File: src/hw/shu_defines.svh
`ifndef SHU_DEFINES_SVH
`define SHU_DEFINES_SVH

// Data path width and the top bit index of a word
`define SHU_W          32
`define SHU_MSB        31

// Word width held in a count one bit wider than the shift count
`define SHU_ROT_SPAN   6'h20

// Shift count field width and its top bit
`define SHU_CW         5
`define SHU_CNT_MSB    4

// Count N in the amount operand, big-endian bits 27..31
`define SHU_AMT_HI     4
`define SHU_AMT_LO     0

// Amount operand big-endian bit 26
`define SHU_AMT_BIG    5

// Immediate count, instruction big-endian bits 16..20
`define SHU_IMM_HI     15
`define SHU_IMM_LO     11

// Word constants
`define SHU_ZERO       32'h0000_0000
`define SHU_ONES       32'hffff_ffff

// Reset values
`define SHU_EXT_RST    32'h0000_0000
`define SHU_DEST_RST   32'h0000_0000

`endif

File: src/hw/shu_pkg.sv
`default_nettype none

package shu_pkg;

    // Operation selection supplied by decode
    typedef enum logic [3:0] {
        SHU_OP_LEFT  = 4'h0,
        SHU_OP_RIGHT = 4'h1,
        SHU_OP_SLQ   = 4'h2,
        SHU_OP_SRQ   = 4'h3,
        SHU_OP_SLIQ  = 4'h4,
        SHU_OP_SRIQ  = 4'h5,
        SHU_OP_SLLIQ = 4'h6,
        SHU_OP_SRLIQ = 4'h7,
        SHU_OP_SLLQ  = 4'h8,
        SHU_OP_SRLQ  = 4'h9
    } shu_op_t;

    // Condition field 0
    typedef struct packed {
        logic less_flag;
        logic greater_flag;
        logic equal_flag;
        logic summary_ovf;
    } shu_cr0_t;

    // Fixed-point exception register bits seen by this unit
    typedef struct packed {
        logic summary_ovf;
        logic overflow_flag;
        logic carry_flag;
    } shu_xer_t;

    // Issue bundle from decode
    typedef struct packed {
        shu_op_t     op;
        logic [31:0] source_word;
        logic [31:0] amount_operand;
        logic [31:0] instr_word;
        logic        record_flag;
    } shu_req_t;

endpackage

`default_nettype wire

File: src/hw/shu_shift_unit.sv
// Behaviour
// [RULE_01] Register count from amount operand low five
// [RULE_02] Immediate count from instruction bits 16-20
// [RULE_03] Left: rotate N, mask ones then zeros
// [RULE_04] Right: rotate left by 32-N
// [RULE_05] Right mask: N zeros then ones
// [RULE_06] Plain forms: bit 26 gives zero mask
// [RULE_07] Non-merging: destination is rotated AND mask
// [RULE_08] Non-merging extension forms load rotated word
// [RULE_09] Long immediate merges rotated with extension
// [RULE_10] Long immediate loads rotated, merges old value
// [RULE_11] Long register, bit 26 clear: normal merge
// [RULE_12] Long left, bit 26: tail mask, zeros
// [RULE_13] Long right, bit 26: head ones, zeros
// [RULE_14] Long register forms keep extension register
// [RULE_15] Record flag gates condition field update
// [RULE_16] Exception register never modified here
// [RULE_17] Merge: mask one picks word, zero extension
// [RULE_18] Flags compare destination signed with zero
// [RULE_19] Overflow, summary and carry left alone
// [RULE_20] Summary bit copies exception register bit
// [RULE_21] All results from one issue cycle

`timescale 1ns/10ps
`default_nettype none

`include "shu_defines.svh"

module shu_shift_unit
(
    input  wire logic              mclk_in,
    input  wire logic              resetn_in,
    input  wire logic              issue_valid_in,
    input  var  shu_pkg::shu_req_t req_in,
    input  var  shu_pkg::shu_xer_t xer_in,
    input  wire logic              ext_write_in,
    input  wire logic [31:0]       ext_wdata_in,
    output logic                   dest_valid_out,
    output logic [31:0]            dest_word_out,
    output logic [31:0]            extension_register_out,
    output var  shu_pkg::shu_cr0_t condition_register_out,
    output var  shu_pkg::shu_xer_t xer_out,
    output logic                   op_error_out
);

    // ************************************************************
    // Operation decode
    // ************************************************************

    logic                  is_right;
    logic                  use_imm;
    logic                  big_amt;
    logic                  legal_op;
    logic                  loads_ext;
    logic                  merges;
    logic                  long_reg;
    logic [`SHU_CNT_MSB:0] count;

    always_comb
    begin
        is_right  = 1'b0;
        use_imm   = 1'b0;
        loads_ext = 1'b0;
        merges    = 1'b0;
        long_reg  = 1'b0;
        legal_op  = 1'b1;
        unique case (req_in.op)
            shu_pkg::SHU_OP_LEFT:
            begin
                is_right = 1'b0;
            end
            shu_pkg::SHU_OP_RIGHT:
            begin
                is_right = 1'b1;
            end
            shu_pkg::SHU_OP_SLQ:
            begin
                loads_ext = 1'b1;
            end
            shu_pkg::SHU_OP_SRQ:
            begin
                is_right  = 1'b1;
                loads_ext = 1'b1;
            end
            shu_pkg::SHU_OP_SLIQ:
            begin
                use_imm   = 1'b1;
                loads_ext = 1'b1;
            end
            shu_pkg::SHU_OP_SRIQ:
            begin
                is_right  = 1'b1;
                use_imm   = 1'b1;
                loads_ext = 1'b1;
            end
            shu_pkg::SHU_OP_SLLIQ:
            begin
                use_imm   = 1'b1;
                loads_ext = 1'b1;
                merges    = 1'b1;
            end
            shu_pkg::SHU_OP_SRLIQ:
            begin
                is_right  = 1'b1;
                use_imm   = 1'b1;
                loads_ext = 1'b1;
                merges    = 1'b1;
            end
            shu_pkg::SHU_OP_SLLQ:
            begin
                merges   = 1'b1;
                long_reg = 1'b1;
            end
            shu_pkg::SHU_OP_SRLQ:
            begin
                is_right = 1'b1;
                merges   = 1'b1;
                long_reg = 1'b1;
            end
            // Codes 10..15 are not shift operations of this unit
            default:
            begin
                legal_op = 1'b0;
            end
        endcase
    end

    // Immediate forms ignore bit 26 entirely
    assign big_amt = req_in.amount_operand[`SHU_AMT_BIG] & ~use_imm;

    // [RULE_01] [RULE_02] Count source select
    assign count = use_imm ? req_in.instr_word[`SHU_IMM_HI:`SHU_IMM_LO]
                           : req_in.amount_operand[`SHU_AMT_HI:`SHU_AMT_LO];

    // ************************************************************
    // Rotate and mask
    // ************************************************************

    logic [31:0] rotated;
    logic [31:0] head_mask;
    logic [31:0] tail_mask;

    // [RULE_03] [RULE_04] [RULE_05] Rotator and masks
    shu_rot_mask u_rot_mask
    (
        .word_in       (req_in.source_word),
        .count_in      (count),
        .right_in      (is_right),
        .rotated_out   (rotated),
        .head_mask_out (head_mask),
        .tail_mask_out (tail_mask)
    );

    // ************************************************************
    // Result forming
    // ************************************************************

    logic [31:0] mask;
    logic [31:0] data_word;
    logic [31:0] result;

    always_comb
    begin
        mask      = head_mask;
        data_word = rotated;
        if (long_reg && big_amt)
        begin
            // [RULE_12] [RULE_13] Bit 26 long shapes
            mask      = tail_mask;
            data_word = `SHU_ZERO;
        end
        else if (!merges && big_amt)
        begin
            // [RULE_06] All-zero mask
            mask = `SHU_ZERO;
        end
        // [RULE_09] [RULE_11] [RULE_17] Merge against old extension value
        if (merges)
        begin
            result = (data_word & mask) | (extension_register_out & ~mask);
        end
        else
        begin
            // [RULE_07] Masked rotate
            result = data_word & mask;
        end
    end

    // ************************************************************
    // Condition flags
    // ************************************************************

    shu_pkg::shu_cr0_t cr0_calc;

    always_comb
    begin
        // [RULE_18] Signed compare with zero
        cr0_calc.less_flag    = result[`SHU_MSB];
        cr0_calc.equal_flag   = (result == `SHU_ZERO);
        cr0_calc.greater_flag = ~result[`SHU_MSB] & (result != `SHU_ZERO);
        // [RULE_20] Summary copied from exception register
        cr0_calc.summary_ovf  = xer_in.summary_ovf;
    end

    // ************************************************************
    // State registers
    // ************************************************************

    logic              valid_d;
    logic              valid_q;
    logic              err_d;
    logic              err_q;
    logic [31:0]       dest_d;
    logic [31:0]       dest_q;
    shu_pkg::shu_cr0_t cond_d;
    shu_pkg::shu_cr0_t cond_q;
    shu_pkg::shu_xer_t xer_d;
    shu_pkg::shu_xer_t xer_q;

    logic fire;

    // An illegal code is refused as a shift only; a side write in that
    // cycle still lands in the extension register
    assign fire = issue_valid_in & legal_op;

    always_comb
    begin
        // [RULE_21] Every result captured on the issue edge
        valid_d = fire;
        err_d   = issue_valid_in & ~legal_op;
        dest_d  = fire ? result : dest_q;
        cond_d  = cond_q;
        // [RULE_16] [RULE_19] Exception bits pass through untouched
        xer_d   = xer_in;
        // [RULE_15] Record flag gate
        if (fire && req_in.record_flag)
        begin
            cond_d = cr0_calc;
        end
    end

    always_ff @(posedge mclk_in or negedge resetn_in)
    begin
        if (!resetn_in)
        begin
            valid_q <= 1'b0;
            err_q   <= 1'b0;
            dest_q  <= `SHU_DEST_RST;
            cond_q  <= '0;
            xer_q   <= '0;
        end
        else
        begin
            valid_q <= valid_d;
            err_q   <= err_d;
            dest_q  <= dest_d;
            cond_q  <= cond_d;
            xer_q   <= xer_d;
        end
    end

    // ************************************************************
    // Extension register
    // ************************************************************

    logic [31:0] ext_d;
    logic [31:0] ext_q;

    // One register, three writers: reset, the side move and a loading shift
    always_comb
    begin
        ext_d = ext_q;
        // Side write is for moves into the extension register; a loading shift wins
        if (ext_write_in)
        begin
            ext_d = ext_wdata_in;
        end
        // [RULE_08] [RULE_10] [RULE_14] Extension load on SLQ, SRQ and the four immediate forms
        if (fire && loads_ext)
        begin
            ext_d = rotated;
        end
    end

    // Merges read this register, not ext_d, so a merge issued right after a
    // loading shift takes the word that the earlier shift left here
    always_ff @(posedge mclk_in or negedge resetn_in)
    begin
        if (!resetn_in)
        begin
            ext_q <= `SHU_EXT_RST;
        end
        else
        begin
            ext_q <= ext_d;
        end
    end

    // ************************************************************
    // Outputs
    // ************************************************************

    assign dest_valid_out         = valid_q;
    assign op_error_out           = err_q;
    assign dest_word_out          = dest_q;
    assign extension_register_out = ext_q;
    assign condition_register_out = cond_q;
    assign xer_out                = xer_q;

endmodule

`default_nettype wire

File: src/hw/shu_rot_mask.sv
`timescale 1ns/10ps
`default_nettype none

`include "shu_defines.svh"

// Rotator plus the two mask shapes used by the shift unit
module shu_rot_mask
(
    input  wire logic [`SHU_MSB:0]     word_in,
    input  wire logic [`SHU_CNT_MSB:0] count_in,
    input  wire logic                  right_in,
    output logic      [`SHU_MSB:0]     rotated_out,
    output logic      [`SHU_MSB:0]     head_mask_out,
    output logic      [`SHU_MSB:0]     tail_mask_out
);

    logic [`SHU_MSB:0]     rot_left;
    logic [`SHU_MSB:0]     rot_right;
    logic [`SHU_MSB:0]     ones_shl;
    logic [`SHU_MSB:0]     ones_shr;

    // Left by 32-N is the same as right by N, and N = 0 is identity
    assign rot_left  = (word_in << count_in) | (word_in >> (`SHU_ROT_SPAN - {1'b0, count_in}));
    assign rot_right = (word_in >> count_in) | (word_in << (`SHU_ROT_SPAN - {1'b0, count_in}));
    assign rotated_out = right_in ? rot_right : rot_left;

    assign ones_shl = `SHU_ONES << count_in;
    assign ones_shr = `SHU_ONES >> count_in;

    // Left: 32-N ones then N zeros; right: N zeros then 32-N ones
    assign head_mask_out = right_in ? ones_shr : ones_shl;

    // Left: 32-N zeros then N ones; right: N ones then 32-N zeros
    assign tail_mask_out = right_in ? ~ones_shr : ~ones_shl;

endmodule

`default_nettype wire

File: config.mk
export PLATFORM = sky130hd
export DESIGN_NAME = shu_shift_unit
export DESIGN_NICKNAME = d
export VERILOG_FILES = /design/src/hw/shu_pkg.sv /design/src/hw/shu_shift_unit.sv /design/src/hw/shu_rot_mask.sv
export VERILOG_INCLUDE_DIRS = /design/src /design/src/hw
export SDC_FILE = /design/constraint.sdc
export NUM_CORES = 1
export LEC_CHECK = 0
export BUFFER_PORTS_ARGS = -buffer_cell sky130_fd_sc_hd__buf_2
export CAP_MARGIN = 25
export CORE_ASPECT_RATIO = 1.2
export CORE_UTILIZATION = 35
export CTS_CLUSTER_SIZE = 30
export DETAILED_ROUTE_END_ITERATION = 8
export HOLD_SLACK_MARGIN = 0.15
export MAX_ROUTING_LAYER = met4
export SYNTH_ARGS = -nofsm -noshare
export SYNTH_HDL_FRONTEND = slang
export SYNTH_SLANG_ARGS = --single-unit
File: constraint.sdc
create_clock -name mclk_in -period 1.85 [get_ports mclk_in]
set_input_delay 0.37 -clock mclk_in [delete_from_list [all_inputs] [get_ports mclk_in]]
set_output_delay 0.37 -clock mclk_in [all_outputs]
set_load 0.05 [all_outputs]
==> results of run 1 <==
synth_stat cells (5+ instances only):
cell type and n:
a211oi_1 89, and2_1 10, inv_1 15, o311ai_0 5, buf_2 36, a311oi_1 7
nand4_1 7, o32ai_1 5, o2111ai_1 12, o211ai_1 16, o21a_1 8, a21o_1 7
o22ai_1 30, dfrtp_1 73, o31ai_1 19, o21ai_1 7, or3_1 6, clkbuf_1 123
mux2i_1 137, nor3_1 48, a31oi_1 35, nand3_1 50, nor2_1 106, nand2b_1 8
a32oi_1 9, a21oi_1 153, and3_1 10, nor2b_1 14, nor4_1 17, nand2_1 241
a2bb2oi_1 5, a2111oi_0 29, buf_1 18, a22oi_1 32, a31o_2 5, a221oi_1 12
o221ai_1 17, a22o_1 7, mux2_2 14, o21ai_0 137, mux4_2 27, xnor2_1 5
state kept, by name, summed over array words and instances, names as in the netlist:
| name | flops |
|---|---|
| condition_register_out | 4 |
| dest_word_out | 32 |
| extension_register_out | 32 |
| xer_out | 3 |
| op_error_out | 1 |
| dest_valid_out | 1 |
where the power goes:
group          internal (uW)  leakage [uW]  total, uW  switching (uW)
combinational           5500       0.00896      13100            7560
sequential              1860      0.000901       2080             217
clock                   1330      0.000171       2070             738
total                   8700        0.0100      17200            8520
critical path, stage by stage:
cell and delay [ns]:
buf_2 0.18, buf_4 0.15, inv_1 0.05, buf_4 0.13, o31ai_1 1.31, buf_4 0.31
a222oi_1 0.12, o22ai_2 0.23, a21oi_4 0.08, buf_6 0.15, a32oi_2 0.20, nand4_1 0.43
nor4_2 0.46, a21oi_1 0.11
how the worst max path moves through the flow:
stage / end / slack (ns) / from
floorplan: condition_register_out[2] / -1.98 / req_in[12]
global placement: condition_register_out[2] / -2.70 / req_in[13]
detailed placement: condition_register_out[2] / -2.58 / req_in[13]
CTS: condition_register_out[2] / -1.88 / req_in[12]
global route: condition_register_out[2] / -2.15 / req_in[12]
finish: condition_register_out[2] / -2.21 / req_in[34]
routing by layer:
layer / up-vias / share of wire, %
met1: 9662 / 34
met3: 775 / 13
met5: - / 0
li1: 8246 / -
met2: 2003 / 41
met4: 0 / 12
stage by stage:
step | power (uW) | instances | hold slack (ns) | instance area [um^2]
5_1_grt | 17500 | 2985 | 0.309 | 23300
4_1_cts | 15300 | 2930 | 0.296 | 21700
3_3_place_gp | 11500 | 2831 | 0.307 | 18300
2_1_floorplan | 6660 | 1690 | 0.0744 | 12300
3_5_place_dp | 11500 | 2831 | 0.305 | 18300
6_report | 17200 | 2985 | 0.295 | 23300
layout make-up:
class | instances | area, um^2 | share of cell area, %
diodes | 2 | 5.00 | 0.0214
clock buffers | 9 | 225 | 0.965
clock inverters | 7 | 125 | 0.536
inverters | 19 | 81.3 | 0.348
multi-input cells | 1415 | 12200 | 52.1
flip-flops and latches | 73 | 1830 | 7.83
well taps | 450 | 563 | 2.41
repair buffers | 1010 | 8350 | 35.8
timing repair:
item                                   CTS  global route
gates resized for setup                475           276
hold buffers                             4             0
cloned                                   4             1
buffers inserted                        91            70
setup endpoints to repair               68            68
endpoints found under the hold margin   31             0
pin swaps                              100            84
cell families after synthesis:
kind of cell	Yosys count	synth area share (%)
flip-flops	73	15.3
adder cells (fa/ha/maj)	3	0.315
AND/OR/NAND/NOR	535	20.1
buffers and inverters	203	7.10
multiplexers	179	18.1
XOR/XNOR	5	0.367
AO/OA/AOI/OAI	692	38.7
==> run_results.csv, run 1 <==
group,metric,value,unit
status,status,"finished, violations left",
status,failed_checks,"max-capacitance violations, max-slew violations, negative setup slack",
critical_path,critPathRequiredTime,2.07,ns
detailed_routing,drtIter0Drc,2972,
logic_synthesis,synth_area,11900,um^2
clock_tree,insertion_delay,0.35,ns
sta,skew,0.0113,ns
floorplan,coreArea,33300,um^2
floorplan,initial_core_util,35.8,%
placed_design,post-dp-hpwl,70900,um
detailed_routing,vias,20700,
worst_hold_path,hp-start,"ext_wdata_in[29]",
sta,max_slew.worst_pin.slew,1.64,ns
sta,setup_slack,-2.21,ns
final_layout,layout_common_cells,"buf_4, nand2_1, buf_2, buf_6, a21oi_1",
worst_hold_path,hp-class,"in2reg",
logic_synthesis,yosysSeqAreaShare,15.3,%
grt,top_usage_layer,"met2",
logic_synthesis,synth-main-ff-cell,"dfrtp_1",
logic_synthesis,synth_largest_area_cell,"dfrtp_1",
sta,period_minus_slack,4.06,ns
final_layout,utilization,70.0,%
clock_tree,clkSlewWorstSetupHoldPaths,0.07,ns
final_layout,drive_gt1_share,58.1,%
power,powerDensity,737,nW/um^2
critical_path,r2r-end,"condition_register_out[2]",
clock_tree,cts_buffers,9,
logic_synthesis,netlist_instances,1690,
sta,slew_violations,3,
detailed_routing,vias_per_cell,6.93,
detailed_routing,first_pass_iters,6,
grt,grt_remaining_overflow,0,
placed_design,gp_congestion,1.15,
final_layout,area_growth,95.8,%
clock_tree,clockBufferDepth,2,
final_layout,mostFrequentLayoutCell,"buf_4",
run,maxCapViolations,1,
critical_path,reg2reg_depth,9,
grt,grt_start_max_net_pins,38,
logic_synthesis,yosysTopAreaCellShare,15.3,%
final_layout,fillerInstances,2569,
placed_design,io_buffers,159,
grt,use_met3,13.5,%
critical_path,reg2reg_slack,-0.17,ns
clock_tree,h-tree-depth,3,
final_layout,finish.net_count,2671,
sta,rsz0062_at_grt,"yes",
logic_synthesis,synth_warnings,0,
critical_path,start_kind,"input pin",
logic_synthesis,ys_async_sr_fraction,100,%
grt,grt_pass1_vias,19300,
logic_synthesis,synth-edff-count,0,
sta,final.setup.tns,-84.84,ns
critical_path,arrival,4.27,ns
sta,fmax,0.246,GHz
logic_synthesis,ys_types,81,
clock_tree,cts_sinks,73,
grt,grt_use_met2,78.7,%
floorplan,die-area,34800,um^2
detailed_routing,drc_errors,0,
logic_synthesis,syn_area_per_cell,7.05,um^2
grt,antenna_found_initial,3,
worst_hold_path,hold_path_depth,3,
power,p_leak,0.0100,uW
logic_synthesis,syn_nets,1833,
clock_tree,root_buffer,"clkbuf_16",
critical_path,end_kind,"flip-flop",
grt,use_met1,59.6,%
detailed_routing,finalWirelength,96800,um
floorplan,ios,213,
sta,max_slew_margin,-10.2,%
detailed_routing,ant_nets,0,
floorplan,die_y,204,um
detailed_routing,wl_per_cell,32.4,um
sta,finalSetupViolations,67,
floorplan,die_w,170,um
sta,timing_hold_violations_final,0,
power,ir_drop,0.000527,V
clock_tree,cts_tree,"yes",
critical_path,cp_max_fo,5,
critical_path,crit-reg2reg-launch,"extension_register_out[13]",
logic_synthesis,ys_top_cells_by_area,"dfrtp_1, mux2i_1, nand2_1",
grt,grt_first_pass_wirelength,131000,um
sta,fin_crit_sh,219,%
critical_path,crit_type,"in2reg",
floorplan,rows,73,
grt,grtUsageTotal,53.6,%
worst_hold_path,worstHoldEndpoint,"extension_register_out[29]",
placed_design,pre_cts_ws,-2.58,ns
logic_synthesis,ys_ff_latch,73,
No activity file was read; power rests on OpenSTA's default activity.
==> run 2: changes to the inputs <==
--- a/config.mk
+++ b/config.mk
@@ -17,3 +17,4 @@
 export SYNTH_ARGS = -nofsm -noshare
 export SYNTH_HDL_FRONTEND = slang
 export SYNTH_SLANG_ARGS = --single-unit
+export TNS_END_PERCENT = 10
==> run 2 against run 1 <==
Against the previous run: sequential cell count unchanged; largest power group unchanged; clock skew shrank 0.0030 ns; critical path depth is 2 higher; the run ends with negative setup slack left; final area down 12%; clock-buffer cell count increased by 1; non-clock buffer count fell by 91; maximum frequency grew 7.5%; register-to-register slack hardly changed.
==> run_results.csv, run 2 (synthesized netlist as in run 1, its figures left out) <==
group,metric,value,unit
status,status,"finished, violations left",
status,failed_checks,"negative setup slack",
critical_path,critPathRequiredTime,2.06,ns
placed_design,pre_cts_ws,-2.69,ns
detailed_routing,ant_nets,0,
detailed_routing,drtIter0Drc,2414,
final_layout,utilization,61.5,%
final_layout,design_area,20500,um^2
clock_tree,cts_buffers,9,
clock_tree,h-tree-depth,3,
detailed_routing,vias_per_cell,6.60,
final_layout,layout_common_cells,"buf_4, nand2_1, buf_2, a21oi_1, o21ai_0",
sta,slew_violations,0,
clock_tree,root_buffer,"clkbuf_16",
placed_design,io_buffers,159,
sta,finalSetupViolations,67,
final_layout,mostFrequentLayoutCell,"buf_4",
detailed_routing,wl_per_cell,30.1,um
detailed_routing,finalWirelength,87200,um
sta,timing_hold_violations_final,0,
critical_path,crit-reg2reg-launch,"extension_register_out[30]",
critical_path,cp_max_fo,10,
clock_tree,clockBufferDepth,2,
sta,period_minus_slack,3.77,ns
final_layout,multi_input_area,10600,um^2
sta,fmax,0.265,GHz
floorplan,rows,73,
floorplan,die_y,204,um
sta,max_slew.worst_pin.slew,0.989,ns
clock_tree,cts_sinks,73,
floorplan,die_w,170,um
floorplan,die-area,34800,um^2
critical_path,arrival,3.98,ns
critical_path,crit_top_cell,"buf_6",
final_layout,drive_gt1_share,49.2,%
worst_hold_path,hp-class,"in2reg",
sta,hold_slack,0.306,ns
sta,skew,0.00830,ns
worst_hold_path,worstHoldEndpoint,"extension_register_out[18]",
detailed_routing,vias,19100,
power,p_leak,0.00908,uW
detailed_routing,drc_errors,0,
power,powerDensity,715,nW/um^2
power,ir_drop,0.000465,V
grt,grt_start_max_net_pins,74,
placed_design,gp_congestion,1.14,
critical_path,end_kind,"flip-flop",
run,maxCapViolations,0,
critical_path,cp_top_family,"simple AND/OR/NAND/NOR gates",
detailed_routing,first_pass_iters,8,
floorplan,coreArea,33300,um^2
floorplan,ios,213,
critical_path,slowest_stage,"or4b_4",
critical_path,cp.buffers_inverters,4,
clock_tree,insertion_delay,0.34,ns
critical_path,r2r-end,"condition_register_out[2]",
placed_design,place_area,18600,um^2
final_layout,fillerInstances,3014,
worst_hold_path,hold_path_depth,3,
critical_path,max_stage_delay,0.52,ns
critical_path,reg2reg_depth,8,
sta,final.setup.tns,-81.60,ns
grt,grt_pass1_vias,18300,
floorplan,initial_core_util,35.8,%
worst_hold_path,hp-start,"ext_wdata_in[18]",
clock_tree,clkSlewWorstSetupHoldPaths,0.06,ns
placed_design,post-dp-hpwl,70400,um
critical_path,path_cells,"buf_6 -> or4b_4 -> o31a_1 -> inv_2 -> ha_4 -> buf_6 -> mux4_2 -> nor2_1 -> a2111o_1 -> a31oi_4 -> nand3_1 -> a311oi_1 -> buf_4 -> nand4_1 -> nor4_4 -> a21oi_1",
final_layout,area_growth,72.0,%
grt,grt_first_pass_wirelength,124000,um
critical_path,crit_type,"in2reg",
grt,grtUsageTotal,50.9,%
grt,grt_remaining_overflow,0,
sta,max_slew_margin,33.5,%
critical_path,reg2reg_slack,-0.16,ns
critical_path,start_kind,"input pin",
final_layout,seqCellArea,1830,um^2
sta,rsz0062_at_grt,"yes",
sta,fin_crit_sh,204,%
clock_tree,cts_tree,"yes",
sta,setup_slack,-1.92,ns
grt,antenna_found_initial,4,
final_layout,finish.net_count,2579,
## run 2: through the flow
| step | total power, uW | cells |
|---|---|---|
| after floorplan | 6570 | 1690 |
| after global placement | 11500 | 2849 |
| after detailed placement | 11500 | 2850 |
| after CTS | 13600 | 2876 |
| after global routing | 15000 | 2895 |
| final | 14700 | 2896 |
## run 2: layer usage
metal  global-route usage [%]  vias to the layer above  routed length (um)
met2                     75.8                     1528               37000
met5                        -                        -                   0
met3                     13.1                      580                8980
li1                         -                     8069                   -
met1                     55.2                     8932               30600
met4                     47.8                        0               10600
## run 2: where the power goes
part,leakage [uW],total [uW],internal [uW],switching (uW)
combinational,0.00804,10900,4400,6460
clock,0.000139,1770,1050,716
sequential,0.000901,2050,1860,185
## run 2: area by class of cell
class	count	share of cell area [%]
Clock buffer	10	1.12
Multi-Input combinational cell	1414	51.9
Antenna cell	5	0.0610
Timing Repair Buffer	919	34.6
Inverter	19	0.372
Clock inverter	6	0.330
Sequential cell	73	8.91
Tap cell	450	2.75
## run 2: worst max path at each step
stage / startpoint / to / slack (ns) / cells past startpoint
2_1_floorplan: req_in[12] / condition_register_out[2] / -1.98 / 19
3_3_place_gp: req_in[13] / condition_register_out[2] / -2.68 / 17
3_5_place_dp: req_in[13] / condition_register_out[2] / -2.69 / 17
4_1_cts: req_in[12] / condition_register_out[2] / -2.01 / 16
5_1_grt: req_in[12] / condition_register_out[2] / -2.02 / 19
6_report: req_in[12] / condition_register_out[2] / -1.92 / 16
## run 2: timing repair
item,CTS,global route
endpoints found under the hold margin,76,0
pin swaps,21,39
endpoints found under the setup margin,68,68
buffers inserted,6,15
hold buffers,4,0
gates resized for setup,106,203
## run 2: worst register-to-register path, cell delays in order, from the launching register on
cell	delay, ns
dfrtp_1	0.39
and4b_1	0.21
a31oi_4	0.18
nand3_1	0.11
a311oi_1	0.22
buf_4	0.17
nand4_1	0.14
nor4_4	0.39
a21oi_1	0.07
